==> src/logic/i2c_timing_pkg.sv <==
`default_nettype none
package i2c_timing_pkg;

   // Register map of the plain register port.
   localparam int          ADDR_W      = 8;
   localparam int          DATA_W      = 8;
   localparam logic [7:0]  OFS_DIVIDER = 8'h00;
   localparam logic [7:0]  OFS_COMMAND = 8'h01;
   localparam logic [7:0]  OFS_MODE    = 8'h02;
   localparam logic [7:0]  OFS_STATUS  = 8'h03;
   localparam logic [7:0]  DIVIDER_RESET = 8'h00;

   // Divider field positions.
   localparam int FIRST_FACTOR_LSB  = 3;
   localparam int FIRST_FACTOR_W    = 2;
   localparam int SECOND_FACTOR_LSB = 0;
   localparam int SECOND_FACTOR_W   = 3;

   // Mode and status bit positions.
   localparam int MODE_SLAVE_EN  = 0;
   localparam int MODE_SLAVE_BIT = 1;
   localparam int STAT_BUSY      = 0;
   localparam int STAT_EMPTY     = 1;
   localparam int STAT_FULL      = 2;
   localparam int STAT_RX_BIT    = 3;
   localparam int STAT_START     = 4;
   localparam int STAT_STOP      = 5;
   localparam int STAT_OVERFLOW  = 6;
   localparam int STAT_BUS_BUSY  = 7;

   // Counter width, phase length offsets in machine cycles, and command queue depth.
   localparam int CNT_W       = 12;
   localparam int LOW_EXTRA   = 2;
   localparam int SETUP_EXTRA = 1;
   localparam int HOLD_LESS   = 1;
   localparam int FREE_EXTRA  = 4;
   localparam int FIFO_DEPTH  = 4;

   typedef enum logic [1:0] {
      OP_START   = 2'b00,
      OP_BIT     = 2'b01,
      OP_STOP    = 2'b10,
      OP_RESTART = 2'b11
   } op_t;

   typedef struct packed {
      op_t  op;
      logic bit_val;
   } command_t;

   localparam int CMD_W = $bits(command_t);

   typedef struct packed {
      logic [ADDR_W-1:0] address;
      logic [DATA_W-1:0] write_data;
      logic              write_strobe;
      logic              read_strobe;
   } reg_request_t;

   typedef enum logic [3:0] {
      ST_IDLE        = 4'b0000,
      ST_START_SETUP = 4'b0001,
      ST_START_HOLD  = 4'b0010,
      ST_WAIT        = 4'b0011,
      ST_LOW         = 4'b0100,
      ST_HIGH        = 4'b0101,
      ST_STOP_LOW    = 4'b0110,
      ST_STOP_SETUP  = 4'b0111,
      ST_BUS_FREE    = 4'b1000,
      ST_RS_LOW      = 4'b1001
   } phase_t;

   typedef struct packed {
      logic [DATA_W-1:0] divider;
      logic              slave_en;
      logic              slave_bit;
      logic [DATA_W-1:0] read_data;
      phase_t            st;
      logic [CNT_W-1:0]  cnt;
      logic              scl_oe;
      logic              sda_oe;
      logic              pin_out;
      logic              rx_bit;
      logic [1:0]        scl_q;
      logic [1:0]        sda_q;
      logic              scl_f;
      logic              sda_f;
      logic              start_seen;
      logic              stop_seen;
      logic              overflow;
      logic              bus_busy;
      logic              slave_wait;
   } timing_state_t;

   // First factor per two-bit code.
   function automatic logic [CNT_W-1:0] first_factor(
      input logic [FIRST_FACTOR_W-1:0] code);
      case (code)
         2'h0:    first_factor = 12'h001;
         2'h1:    first_factor = 12'h005;
         2'h2:    first_factor = 12'h006;
         default: first_factor = 12'h008;
      endcase
   endfunction

   // Second factor per three-bit code.
   function automatic logic [CNT_W-1:0] second_factor(
      input logic [SECOND_FACTOR_W-1:0] code);
      case (code)
         3'h0:    second_factor = 12'h004;
         3'h1:    second_factor = 12'h008;
         3'h2:    second_factor = 12'h016;
         3'h3:    second_factor = 12'h026;
         3'h4:    second_factor = 12'h062;
         default: second_factor = 12'h004;
      endcase
   endfunction

   // Divider product from a control byte.
   function automatic logic [CNT_W-1:0] divider_product(
      input logic [DATA_W-1:0] ctrl);
      logic [2*CNT_W-1:0] full;
      full = first_factor(ctrl[FIRST_FACTOR_LSB +: FIRST_FACTOR_W])
           * second_factor(ctrl[SECOND_FACTOR_LSB +: SECOND_FACTOR_W]);
      divider_product = full[CNT_W-1:0];
   endfunction

endpackage
`default_nettype wire

==> src/logic/command_fifo.sv <==
`timescale 1ns/1ns
`default_nettype none
module command_fifo
   #(parameter int WIDTH = 3,
     parameter int DEPTH = 4)
   (input  wire logic             clock,
    input  wire logic             srst,
    input  wire logic             in_valid,
    output logic                  in_ready,
    input  wire logic [WIDTH-1:0] in_data,
    output logic                  out_valid,
    input  wire logic             out_ready,
    output logic [WIDTH-1:0]      out_data);

   localparam int AW = (DEPTH > 1) ? $clog2(DEPTH) : 1;

   typedef struct packed {
      logic [DEPTH-1:0][WIDTH-1:0] mem;
      logic [AW:0]                 count;
      logic [AW-1:0]               rd;
      logic [AW-1:0]               wr;
   } fifo_state_t;

   fifo_state_t s;
   fifo_state_t next_s;
   logic        push;
   logic        pop;

   // Honest flags straight from the occupancy count.
   assign in_ready  = (s.count != DEPTH[AW:0]);
   assign out_valid = (s.count != '0);
   assign out_data  = s.mem[s.rd];
   assign push      = in_valid && in_ready;
   assign pop       = out_valid && out_ready;

   // Pointers wrap naturally, so depth must be a power of two.
   always_comb begin
      next_s = s;
      if (push) begin
         next_s.mem[s.wr] = in_data;
         next_s.wr        = s.wr + 1'b1;
      end
      if (pop) begin
         next_s.rd = s.rd + 1'b1;
      end
      if (push && !pop) begin
         next_s.count = s.count + 1'b1;
      end else if (pop && !push) begin
         next_s.count = s.count - 1'b1;
      end
   end

   // Storage is left alone at reset; only the bookkeeping is cleared.
   always_ff @(posedge clock) begin
      if (srst) begin
         s.count <= '0;
         s.rd    <= '0;
         s.wr    <= '0;
         s.mem   <= s.mem;
      end else begin
         s <= next_s;
      end
   end

endmodule // command_fifo
`default_nettype wire

==> src/logic/i2c_bus_timing_generator.sv <==
`timescale 1ns/1ns
`default_nettype none
//  Function
// - First factor from divider bits four, three.
// - Second factor from divider bits two..zero.
// - Clock high half product, low two more.
// - Restart setup one plus half product.
// - Stop setup one plus half product.
// - Start hold half product minus one; full product minus one for the pair (1,8).
// - Slave data held two, changed by three.
module i2c_bus_timing_generator
   import i2c_timing_pkg::*;
   (input  wire logic               clock,
    input  wire logic               srst,
    input  wire reg_request_t       request,
    output logic [DATA_W-1:0]       read_data,
    input  wire logic               serial_clock_pin_in,
    output logic                    serial_clock_pin_out,
    output logic                    serial_clock_pin_oe,
    input  wire logic               serial_data_pin_in,
    output logic                    serial_data_pin_out,
    output logic                    serial_data_pin_oe);

   timing_state_t    s;
   timing_state_t    next_s;
   logic [CNT_W-1:0] product;
   logic [CNT_W-1:0] half;
   logic [CNT_W-1:0] low_len;
   logic [CNT_W-1:0] setup_len;
   logic [CNT_W-1:0] hold_len;
   logic [CNT_W-1:0] free_len;
   logic             wr_div;
   logic             wr_cmd;
   logic             wr_mode;
   logic             wr_stat;
   logic             fifo_in_ready;
   logic             fifo_valid;
   logic             fifo_take;
   logic [CMD_W-1:0] fifo_word;
   command_t         cmd;
   logic             start_ev;
   logic             stop_ev;
   logic             slave_fall;
   logic             slave_active;
   logic             pair_1_8;

   // Phase lengths follow the divider register at all times.
   always_comb begin
      product   = divider_product(s.divider);
      half      = {1'b0, product[CNT_W-1:1]};
      low_len   = CNT_W'(half + LOW_EXTRA);
      setup_len = CNT_W'(half + SETUP_EXTRA);
      pair_1_8  = (first_factor(s.divider[FIRST_FACTOR_LSB +:
                     FIRST_FACTOR_W]) == 12'h001) &&
                  (second_factor(s.divider[SECOND_FACTOR_LSB +:
                     SECOND_FACTOR_W]) == 12'h008);
      // The pair (1,8) gets the long hold, as the fast case needs it.
      hold_len  = pair_1_8 ? CNT_W'(product - HOLD_LESS)
                           : CNT_W'(half - HOLD_LESS);
      free_len  = CNT_W'({product, 1'b0} + FREE_EXTRA);
   end

   // Register port decode.
   assign wr_div  = request.write_strobe && request.address == OFS_DIVIDER;
   assign wr_cmd  = request.write_strobe && request.address == OFS_COMMAND;
   assign wr_mode = request.write_strobe && request.address == OFS_MODE;
   assign wr_stat = request.write_strobe && request.address == OFS_STATUS;

   // Commands are only taken in the wait and idle phases, idle dropping all but a start, and
   // only once the running phase has counted out, or the queue would drain.
   assign cmd          = command_t'(fifo_word);
   assign slave_active = s.slave_en && s.st == ST_IDLE;
   assign fifo_take    = (s.cnt == '0) &&
                         ((s.st == ST_WAIT) ||
                          (s.st == ST_IDLE &&
                           !(cmd.op == OP_START && s.bus_busy)));

   command_fifo #(
      .WIDTH (CMD_W),
      .DEPTH (FIFO_DEPTH)
   ) u_fifo (
      .clock     (clock),
      .srst      (srst),
      .in_valid  (wr_cmd),
      .in_ready  (fifo_in_ready),
      .in_data   (request.write_data[CMD_W-1:0]),
      .out_valid (fifo_valid),
      .out_ready (fifo_take),
      .out_data  (fifo_word)
   );

   // Pin filter, condition detection, register file and phase machine.
   always_comb begin
      next_s           = s;
      next_s.read_data = '0;
      next_s.slave_wait = 1'b0;

      // A line level counts only after two equal samples.
      next_s.scl_q = {s.scl_q[0], serial_clock_pin_in};
      next_s.sda_q = {s.sda_q[0], serial_data_pin_in};
      if (s.scl_q[0] == s.scl_q[1]) begin
         next_s.scl_f = s.scl_q[0];
      end
      if (s.sda_q[0] == s.sda_q[1]) begin
         next_s.sda_f = s.sda_q[0];
      end
      start_ev = s.scl_f && next_s.scl_f && s.sda_f && !next_s.sda_f;
      stop_ev  = s.scl_f && next_s.scl_f && !s.sda_f && next_s.sda_f;

      // Read data stand only in the cycle after the strobe.
      if (request.read_strobe) begin
         case (request.address)
            OFS_DIVIDER: next_s.read_data = s.divider;
            OFS_MODE: begin
               next_s.read_data[MODE_SLAVE_EN]  = s.slave_en;
               next_s.read_data[MODE_SLAVE_BIT] = s.slave_bit;
            end
            OFS_STATUS: begin
               next_s.read_data[STAT_BUSY]     = (s.st != ST_IDLE) ||
                                                 fifo_valid;
               next_s.read_data[STAT_EMPTY]    = !fifo_valid;
               next_s.read_data[STAT_FULL]     = !fifo_in_ready;
               next_s.read_data[STAT_RX_BIT]   = s.rx_bit;
               next_s.read_data[STAT_START]    = s.start_seen;
               next_s.read_data[STAT_STOP]     = s.stop_seen;
               next_s.read_data[STAT_OVERFLOW] = s.overflow;
               next_s.read_data[STAT_BUS_BUSY] = s.bus_busy;
            end
            default: next_s.read_data = '0;
         endcase
      end

      if (wr_div) begin
         next_s.divider = request.write_data;
      end
      if (wr_mode) begin
         next_s.slave_en  = request.write_data[MODE_SLAVE_EN];
         next_s.slave_bit = request.write_data[MODE_SLAVE_BIT];
      end
      // Sticky flags clear on a written one; a new event wins the cycle.
      if (wr_stat) begin
         if (request.write_data[STAT_START]) next_s.start_seen = 1'b0;
         if (request.write_data[STAT_STOP]) next_s.stop_seen = 1'b0;
         if (request.write_data[STAT_OVERFLOW]) next_s.overflow = 1'b0;
      end
      if (start_ev) begin
         next_s.start_seen = 1'b1;
         next_s.bus_busy   = 1'b1;
      end
      if (stop_ev) begin
         next_s.stop_seen = 1'b1;
         next_s.bus_busy  = 1'b0;
      end
      if (wr_cmd && !fifo_in_ready) begin
         next_s.overflow = 1'b1;
      end

      // Slave transmit: raw fall seen, wait one, then change the bit.
      slave_fall = s.scl_q[1] && !s.scl_q[0];
      if (slave_fall && slave_active) begin
         next_s.slave_wait = 1'b1;
      end
      if (s.slave_wait && slave_active) begin
         next_s.sda_oe = !s.slave_bit;
      end else if (s.st == ST_IDLE && !s.slave_en) begin
         next_s.sda_oe = 1'b0;
      end

      // Each phase loads its length minus one and ends at zero.
      if (s.cnt != '0) begin
         next_s.cnt = s.cnt - 1'b1;
      end else begin
         case (s.st)
            ST_IDLE: begin
               if (fifo_valid && fifo_take && cmd.op == OP_START) begin
                  next_s.st     = ST_START_SETUP;
                  next_s.sda_oe = 1'b0;
                  next_s.scl_oe = 1'b0;
                  next_s.cnt    = CNT_W'(setup_len - 1'b1);
               end
            end
            ST_START_SETUP: begin
               next_s.st     = ST_START_HOLD;
               next_s.sda_oe = 1'b1;
               next_s.cnt    = CNT_W'(hold_len - 1'b1);
            end
            ST_START_HOLD: begin
               next_s.st     = ST_WAIT;
               next_s.scl_oe = 1'b1;
               next_s.cnt    = CNT_W'(low_len - 1'b1);
            end
            ST_WAIT: begin
               // The clock is held low until software queues more.
               if (fifo_valid) begin
                  case (cmd.op)
                     OP_BIT: begin
                        next_s.st     = ST_LOW;
                        next_s.sda_oe = !cmd.bit_val;
                        next_s.cnt    = CNT_W'(low_len - 1'b1);
                     end
                     OP_STOP: begin
                        next_s.st     = ST_STOP_LOW;
                        next_s.sda_oe = 1'b1;
                        next_s.cnt    = CNT_W'(low_len - 1'b1);
                     end
                     default: begin
                        next_s.st     = ST_RS_LOW;
                        next_s.sda_oe = 1'b0;
                        next_s.cnt    = CNT_W'(low_len - 1'b1);
                     end
                  endcase
               end
            end
            ST_LOW: begin
               next_s.st     = ST_HIGH;
               next_s.scl_oe = 1'b0;
               next_s.cnt    = CNT_W'(half - 1'b1);
            end
            ST_HIGH: begin
               next_s.st     = ST_WAIT;
               next_s.rx_bit = s.sda_f;
               next_s.scl_oe = 1'b1;
               next_s.cnt    = CNT_W'(low_len - 1'b1);
            end
            ST_RS_LOW: begin
               next_s.st     = ST_START_SETUP;
               next_s.scl_oe = 1'b0;
               next_s.cnt    = CNT_W'(setup_len - 1'b1);
            end
            ST_STOP_LOW: begin
               next_s.st     = ST_STOP_SETUP;
               next_s.scl_oe = 1'b0;
               next_s.cnt    = CNT_W'(setup_len - 1'b1);
            end
            ST_STOP_SETUP: begin
               next_s.st     = ST_BUS_FREE;
               next_s.sda_oe = 1'b0;
               next_s.cnt    = CNT_W'(free_len - 1'b1);
            end
            ST_BUS_FREE: begin
               next_s.st = ST_IDLE;
            end
            default: begin
               next_s.st     = ST_IDLE;
               next_s.scl_oe = 1'b0;
               next_s.sda_oe = 1'b0;
            end
         endcase
      end
   end

   // One register holds every piece of state but the queue and the run counters.
   always_ff @(posedge clock) begin
      if (srst) begin
         s         <= '0;
         s.divider <= DIVIDER_RESET;
         s.scl_q   <= 2'h3;
         s.sda_q   <= 2'h3;
         s.scl_f   <= 1'b1;
         s.sda_f   <= 1'b1;
         s.st      <= ST_IDLE;
      end else begin
         s <= next_s;
      end
   end

   // Open-drain pins: the level driven is always low.
   assign read_data            = s.read_data;
   assign serial_clock_pin_out = s.pin_out;
   assign serial_clock_pin_oe  = s.scl_oe;
   assign serial_data_pin_out  = s.pin_out;
   assign serial_data_pin_oe   = s.sda_oe;

   // Run lengths of the current phase and of the clock drive level.
   logic [CNT_W-1:0] st_run;
   logic [CNT_W-1:0] scl_run;
   always_ff @(posedge clock) begin
      if (srst) begin
         st_run  <= 12'h001;
         scl_run <= 12'h001;
      end else begin
         st_run  <= (next_s.st != s.st) ? 12'h001 : CNT_W'(st_run + 1'b1);
         scl_run <= (next_s.scl_oe != s.scl_oe) ? 12'h001
                                                : CNT_W'(scl_run + 1'b1);
      end
   end

   a_divider_decode: assert property (@(posedge clock) disable iff (srst)
      wr_div |=> (s.divider == $past(request.write_data) &&
         product == divider_product($past(request.write_data))))
      else $error("divider product does not follow the written fields");

   a_high_length: assert property (@(posedge clock) disable iff (srst)
      ($past(s.st) == ST_HIGH && s.st != ST_HIGH) |->
         $past(st_run) == half)
      else $error("clock high phase has the wrong length");

   a_low_length: assert property (@(posedge clock) disable iff (srst)
      (!s.scl_oe && $past(s.scl_oe)) |-> $past(scl_run) >= low_len)
      else $error("clock low phase is too short");

   a_restart_setup: assert property (@(posedge clock) disable iff (srst)
      ($past(s.st) == ST_START_SETUP && s.st == ST_START_HOLD) |->
         ($past(st_run) == setup_len && s.sda_oe && !s.scl_oe))
      else $error("start setup length or data drop is wrong");

   a_stop_setup: assert property (@(posedge clock) disable iff (srst)
      ($past(s.st) == ST_STOP_SETUP && s.st == ST_BUS_FREE) |->
         ($past(st_run) == setup_len && !s.sda_oe && $past(s.sda_oe)))
      else $error("stop setup length or data release is wrong");

   a_start_hold: assert property (@(posedge clock) disable iff (srst)
      ($past(s.st) == ST_START_HOLD && s.st == ST_WAIT) |->
         ($past(st_run) == hold_len && s.scl_oe))
      else $error("start hold length is wrong");

   a_filter_glitch: assert property (@(posedge clock) disable iff (srst)
      $changed(s.sda_f) |-> $past(s.sda_q[0]) == $past(s.sda_q[1]))
      else $error("data filter took a single-cycle level");

   a_slave_hold: assert property (@(posedge clock) disable iff (srst)
      (slave_fall && slave_active && !wr_mode) |=> $stable(s.sda_oe)
         ##1 (s.sda_oe == !$past(s.slave_bit)))
      else $error("slave data changed too early or too late");

   a_phase_whole: assert property (@(posedge clock) disable iff (srst)
      (s.cnt != '0) |=> (s.st == $past(s.st) && s.cnt == $past(s.cnt) - 1'b1))
      else $error("phase ended before its count ran out");

   a_queue_held: assert property (@(posedge clock) disable iff (srst)
      (s.cnt != '0 && fifo_valid) |=> (fifo_valid && $stable(fifo_word)))
      else $error("command queue moved while a phase was counting");

   a_bus_free: assert property (@(posedge clock) disable iff (srst)
      ($past(s.st) == ST_BUS_FREE && s.st == ST_IDLE) |->
         $past(st_run) == free_len)
      else $error("bus free time has the wrong length");

endmodule // i2c_bus_timing_generator
`default_nettype wire

==> config.mk <==
export PLATFORM = sky130hd
export DESIGN_NAME = i2c_bus_timing_generator
export DESIGN_NICKNAME = d
export VERILOG_FILES = /design/src/logic/i2c_timing_pkg.sv /design/src/logic/command_fifo.sv /design/src/logic/i2c_bus_timing_generator.sv
export SDC_FILE = /design/constraint.sdc
export NUM_CORES = 1
export LEC_CHECK = 0
export BUFFER_PORTS_ARGS = -buffer_cell sky130_fd_sc_hd__clkbuf_2
export CAP_MARGIN = 10
export CORE_ASPECT_RATIO = 0.6
export CORE_MARGIN = 2
export CORE_UTILIZATION = 30
export CTS_CLUSTER_DIAMETER = 200
export CTS_CLUSTER_SIZE = 30
export DETAILED_ROUTE_END_ITERATION = 8
export PLACE_DENSITY = 0.43
export SLEW_MARGIN = 0
export SYNTH_ARGS = -nofsm -noshare
export SYNTH_HDL_FRONTEND = slang
export SYNTH_SLANG_ARGS = --single-unit
==> constraint.sdc <==
create_clock -name clock -period 4.83 [get_ports clock]
set_clock_uncertainty 0.1 [all_clocks]
set_input_delay 0.2415 -clock clock [delete_from_list [all_inputs] [get_ports clock]]
set_output_delay 0.2415 -clock clock [all_outputs]
set_load 0.02 [all_outputs]
==> flow_summary.html <==
<table>
<tr><th>Metric</th><th>Value</th></tr>
<tr><th colspan="2">Setup path</th></tr>
<tr><td>Largest stage delay on the critical path</td><td>0.51 ns</td></tr>
<tr><td>Path type of the worst setup path</td><td>flop to flop</td></tr>
<tr><td>Slowest cell on the critical path</td><td>sky130_fd_sc_hd__fa_1</td></tr>
<tr><td>Most prevalent standard cell on the critical path</td><td>sky130_fd_sc_hd__fa_1</td></tr>
<tr><td>Critical path endpoint category</td><td>flop</td></tr>
<tr><td>Largest fanout on the critical path</td><td>5</td></tr>
<tr><td>Cell-by-cell trace of the critical path</td><td>nor3b_4 -&gt; nand2b_4 -&gt; and2_4 -&gt; nor2_2 -&gt; fa_1 -&gt; fa_1 -&gt; inv_2 -&gt; fa_2 -&gt; a211o_1 -&gt; and3_4 -&gt; nor4_4 -&gt; buf_4 -&gt; nand2_1 -&gt; xor2_1 -&gt; a221o_1 -&gt; nand4_1 -&gt; or4_1 -&gt; a31oi_1</td></tr>
<tr><td>Startpoint Class</td><td>flop</td></tr>
<tr><td>Number of buffer and inverter stages on the critical path</td><td>2</td></tr>
<tr><td>Data arrival time of the critical path</td><td>5.06 ns</td></tr>
<tr><td>Family with the most delay on the worst path</td><td>simple AND/OR/NAND/NOR gates</td></tr>
<tr><td>Required time worst endpoint</td><td>4.99 ns</td></tr>
<tr><th colspan="2">Finish</th></tr>
<tr><td>Final-stage net count</td><td>869</td></tr>
<tr><td>Fraction of final layout cells with drive strength greater than 1</td><td>0.291</td></tr>
<tr><td>Combined area of the multi-input logic cells</td><td>4140 µm²</td></tr>
<tr><td>Fillcell total</td><td>1867</td></tr>
<tr><td>Diode insertion count for antenna repair</td><td>0</td></tr>
<tr><td>Storage cell area</td><td>1470 µm²</td></tr>
<tr><td>P&amp;R area growth vs syn</td><td>31.7%</td></tr>
<tr><td>Cell area after layout</td><td>7310 µm²</td></tr>
<tr><th colspan="2">Synthesis</th></tr>
<tr><td>Synth area leaders</td><td>sky130_fd_sc_hd__dfxtp_1 20%, sky130_fd_sc_hd__ha_1 7.9%, sky130_fd_sc_hd__edfxtp_1 6.5%</td></tr>
<tr><td>Seq cells post-synth</td><td>67</td></tr>
<tr><td>Mean post-synth cell area</td><td>7.97 µm²</td></tr>
<tr><td>Mapped Cells</td><td>696</td></tr>
<tr><td>Main combinational cell family by area after synthesis</td><td>simple AND/OR/NAND/NOR gates</td></tr>
<tr><td>Xor and xnor area share after synthesis</td><td>0.0726</td></tr>
<tr><td>Post-Syn Area</td><td>5550 µm²</td></tr>
<tr><td>Portion of synthesized cell area occupied by the leading cell type</td><td>0.198</td></tr>
<tr><td>Post-synth EDFFs</td><td>12</td></tr>
<tr><td>Mux cell area share after synthesis</td><td>0.0336</td></tr>
<tr><td>Netlist cell types</td><td>78</td></tr>
<tr><td>Prevailing post-synth register cell</td><td>sky130_fd_sc_hd__dfxtp_1</td></tr>
<tr><td>Simple-gate area share of the yosys netlist</td><td>0.263</td></tr>
<tr><td>Count of synthesis-stage warnings from yosys</td><td>0</td></tr>
<tr><td>FFs w/ async S/R, synth</td><td>0</td></tr>
<tr><td>Share of the yosys chip area belonging to registers</td><td>0.263</td></tr>
<tr><td>Synth area leader</td><td>sky130_fd_sc_hd__dfxtp_1</td></tr>
<tr><td>Share of synthesized cell area in full adder, half adder and majority cells</td><td>0.111</td></tr>
<tr><td>Area fraction in compound gates after synthesis</td><td>0.198</td></tr>
<tr><th colspan="2">Routing</th></tr>
<tr><td>DRC marker count from the first detailed-route iteration</td><td>464</td></tr>
<tr><td>Drt drc</td><td>0</td></tr>
<tr><td>Total number of vias</td><td>5424</td></tr>
<tr><td>Final ANT Viol Nets</td><td>0</td></tr>
<tr><td>Number of detailed-routing iterations run before antenna repair</td><td>8</td></tr>
<tr><td>Vias per cell</td><td>5.18</td></tr>
<tr><td>Final Routed Wirelength</td><td>16900 µm</td></tr>
<tr><td>Detailed-route wire length per cell</td><td>16.1 µm</td></tr>
<tr><th colspan="2">Place</th></tr>
<tr><td>Final estimated routing congestion in global placement</td><td>0.861</td></tr>
<tr><td>DP Wirelength</td><td>12800 µm</td></tr>
<tr><td>Instance area after placement</td><td>6520 µm²</td></tr>
<tr><td>Port-buffer cells</td><td>31</td></tr>
<tr><th colspan="2">STA</th></tr>
<tr><td>Final critical delay including setup and external delays</td><td>4.90 ns</td></tr>
<tr><td>Number of hold-slack violations in the final timing report</td><td>0</td></tr>
<tr><td>Worst max-slew margin expressed relative to the limit</td><td>0.127</td></tr>
<tr><td>Crit path setup slack, layout</td><td>-0.0722 ns</td></tr>
<tr><td>Sum of negative setup slack</td><td>-0.137 ns</td></tr>
<tr><td>Final count of negative-setup-slack endpoints</td><td>3</td></tr>
<tr><td>Setup repair after global routing missed its margin</td><td>yes</td></tr>
<tr><td>Post-route clock period utilization</td><td>1.01</td></tr>
<tr><td>F_max</td><td>204 MHz</td></tr>
<tr><td>Transition time of the tightest slew-check pin</td><td>1.30 ns</td></tr>
<tr><td>Final number of max-transition violations</td><td>0</td></tr>
<tr><th colspan="2">Global routing</th></tr>
<tr><td>Vias in the first global route</td><td>4997</td></tr>
<tr><td>Remaining Overflow, GRT</td><td>0</td></tr>
<tr><td>GRT Overall Usage</td><td>0.171</td></tr>
<tr><td>Global-route wire length before repair</td><td>26900 µm</td></tr>
<tr><td>Number of antenna violations at the first check in global routing</td><td>0</td></tr>
<tr><td>Largest net degree at the start of global routing</td><td>43</td></tr>
<tr><th colspan="2">Clock network</th></tr>
<tr><td>Buffer cell driving the clock tree root</td><td>sky130_fd_sc_hd__clkbuf_16</td></tr>
<tr><td>Clock latency on the worst-skew pair</td><td>0.34 ns</td></tr>
<tr><td>Cts bufs inserted</td><td>9</td></tr>
<tr><td>CTS clock-pin slew for the worst setup and hold paths</td><td>0.07 ns</td></tr>
<tr><td>Sinks on Clock Net</td><td>67</td></tr>
<tr><td>H-tree lvl count</td><td>3</td></tr>
<tr><td>Clock tree from TritonCTS</td><td>yes</td></tr>
<tr><td>Maximum buffer depth of the clock tree</td><td>2</td></tr>
<tr><th colspan="2">Die</th></tr>
<tr><td>Width of the die</td><td>180 µm</td></tr>
<tr><td>Core Rows</td><td>38</td></tr>
<tr><td>Core area</td><td>18100 µm²</td></tr>
<tr><td>Vertical die dimension</td><td>109 µm</td></tr>
<tr><td>Number of I/O pins</td><td>34</td></tr>
<tr><td>Starting Density</td><td>0.306</td></tr>
<tr><td>Total die area</td><td>19600 µm²</td></tr>
<tr><th colspan="2">Power and ir drop</th></tr>
<tr><td>Maximum ir drop on the vdd rail</td><td>0.171 mV</td></tr>
<tr><td>LEAKAGE</td><td>3.04 nW</td></tr>
<tr><td>Power per Cell Area</td><td>244 nW/µm²</td></tr>
<tr><th colspan="2">Hold path</th></tr>
<tr><td>Worst hold path type</td><td>input pin to flop</td></tr>
<tr><th colspan="2">Job</th></tr>
<tr><td>Max cap viols</td><td>0</td></tr>
<tr><th colspan="2">Status</th></tr>
<tr><td>Status</td><td>finished, violations left</td></tr>
<tr><td>Violations in the final reports</td><td>setup timing</td></tr>
</table>
logic make-up (layout without fill, tap and decap cells):
family | after synthesis | count (layout)
simple gates | 289 | 289
other cells | 1 | 2
flops | 67 | 67
buf+inv | 71 | 182
xor+xnor | 46 | 46
fa+ha+maj | 44 | 44
compound gates | 164 | 164
mux | 14 | 14
cell usage in the layout, fill, tap and decap left out, types with 12 or more instances in the layout:
master	instances
sky130_fd_sc_hd__clkbuf_2	31
sky130_fd_sc_hd__buf_4	95
sky130_fd_sc_hd__xnor2_1	22
sky130_fd_sc_hd__nand4_1	12
sky130_fd_sc_hd__nand2_1	66
sky130_fd_sc_hd__nor3_1	19
sky130_fd_sc_hd__inv_1	31
sky130_fd_sc_hd__xor2_1	20
sky130_fd_sc_hd__nor2_1	69
sky130_fd_sc_hd__and2_1	19
sky130_fd_sc_hd__dfxtp_1	52
sky130_fd_sc_hd__nand3_1	23
sky130_fd_sc_hd__edfxtp_1	12
sky130_fd_sc_hd__o21ai_0	27
sky130_fd_sc_hd__ha_1	30
sky130_fd_sc_hd__a21oi_1	50
cell type report:
cell class / count / share of cell area
clock buffers: 9 / 0.0308
repair buffers: 133 / 0.131
clock inverters: 7 / 0.0135
multi-input cells: 559 / 0.566
inverters: 33 / 0.0169
flip-flops and latches: 67 / 0.201
well taps: 240 / 0.0411
timing repair:
| item | in CTS | in global routing |
|---|---|---|
| setup endpoints to repair | 6 | 6 |
| buffers inserted | 4 | 11 |
| hold buffers | 1 | 0 |
| endpoints found under the hold margin | 1 | 0 |
| pin swaps | 9 | 18 |
| resized for setup | 26 | 37 |
| gates cloned | 0 | 0 |
metrics by stage:
| step | std cells | utilization | setup WS (ns) | power (W) | hold WS, ns |
|---|---|---|---|---|---|
| global placement | 1016 | 0.360 | -0.207 | 0.00105 | 0.334 |
| global route | 1048 | 0.404 | -0.253 | 0.00188 | 0.0150 |
| CTS | 1037 | 0.387 | -0.0288 | 0.00180 | 0.00136 |
| detailed placement | 1016 | 0.360 | -0.363 | 0.00105 | 0.332 |
| floorplan | 697 | - | -0.0902 | 0.000937 | 0.240 |
| finish | 1048 | 0.404 | -0.0722 | 0.00178 | 0.0244 |
routing by layer:
| layer | up-vias | share of wire | GRT usage |
|---|---|---|---|
| li1 | 2692 | - | - |
| met1 | 2584 | 0.56 | 0.281 |
| met2 | 137 | 0.39 | 0.228 |
| met3 | 11 | 0.047 | 0.0252 |
| met4 | 0 | 0.0054 | 0.0290 |
| met5 | - | 0 | 0 |
cells in the mapped netlist (10+ instances only):
master                      n
sky130_fd_sc_hd__a211oi_1  10
sky130_fd_sc_hd__nand3_1   23
sky130_fd_sc_hd__xor2_1    23
sky130_fd_sc_hd__nand2_1   67
sky130_fd_sc_hd__inv_1     32
sky130_fd_sc_hd__o21ai_0   30
sky130_fd_sc_hd__nor2_1    71
sky130_fd_sc_hd__buf_4     10
sky130_fd_sc_hd__and2_1    21
sky130_fd_sc_hd__dfxtp_1   55
sky130_fd_sc_hd__xnor2_1   23
sky130_fd_sc_hd__clkbuf_1  19
sky130_fd_sc_hd__edfxtp_1  12
sky130_fd_sc_hd__ha_1      35
sky130_fd_sc_hd__a21oi_1   54
sky130_fd_sc_hd__nor3_1    24
sky130_fd_sc_hd__nand4_1   12
worst register-to-register path, delay by kind of cell (launching register included):
kind            cells  cell delay [ns]
flops               1             0.38
fa+ha+maj           3             1.36
compound gates      3             0.80
simple gates        9             1.81
xor+xnor            1             0.16
buf+inv             2             0.22
power by group:
| part | switching [W] | internal [W] | leakage (nW) | total (W) |
|---|---|---|---|---|
| combinational | 0.000241 | 0.000161 | 2.33 | 0.000401 |
| sequential | 0.0000393 | 0.000612 | 0.556 | 0.000651 |
| clock | 0.000275 | 0.000456 | 0.156 | 0.000731 |
registers in the layout, summed over array words and instances, names as in the netlist:
signal               flops
s                       36
u_fifo.s                19
read_data                8
next_s                   2
serial_clock_pin_oe      1
serial_data_pin_oe       1
final timing paths:
path / from / end / slack (ns) / cells after the start
worst max-delay path: s[43] / s[26] / -0.07 / 18
worst min-delay path: serial_data_pin_in / next_s[8] / 0.02 / 2
worst min register to register: s[48] / s[48] / 0.36 / 2
worst max register to register: s[43] / s[26] / -0.07 / 18
Note: power is estimated with default switching activity, not from simulation.
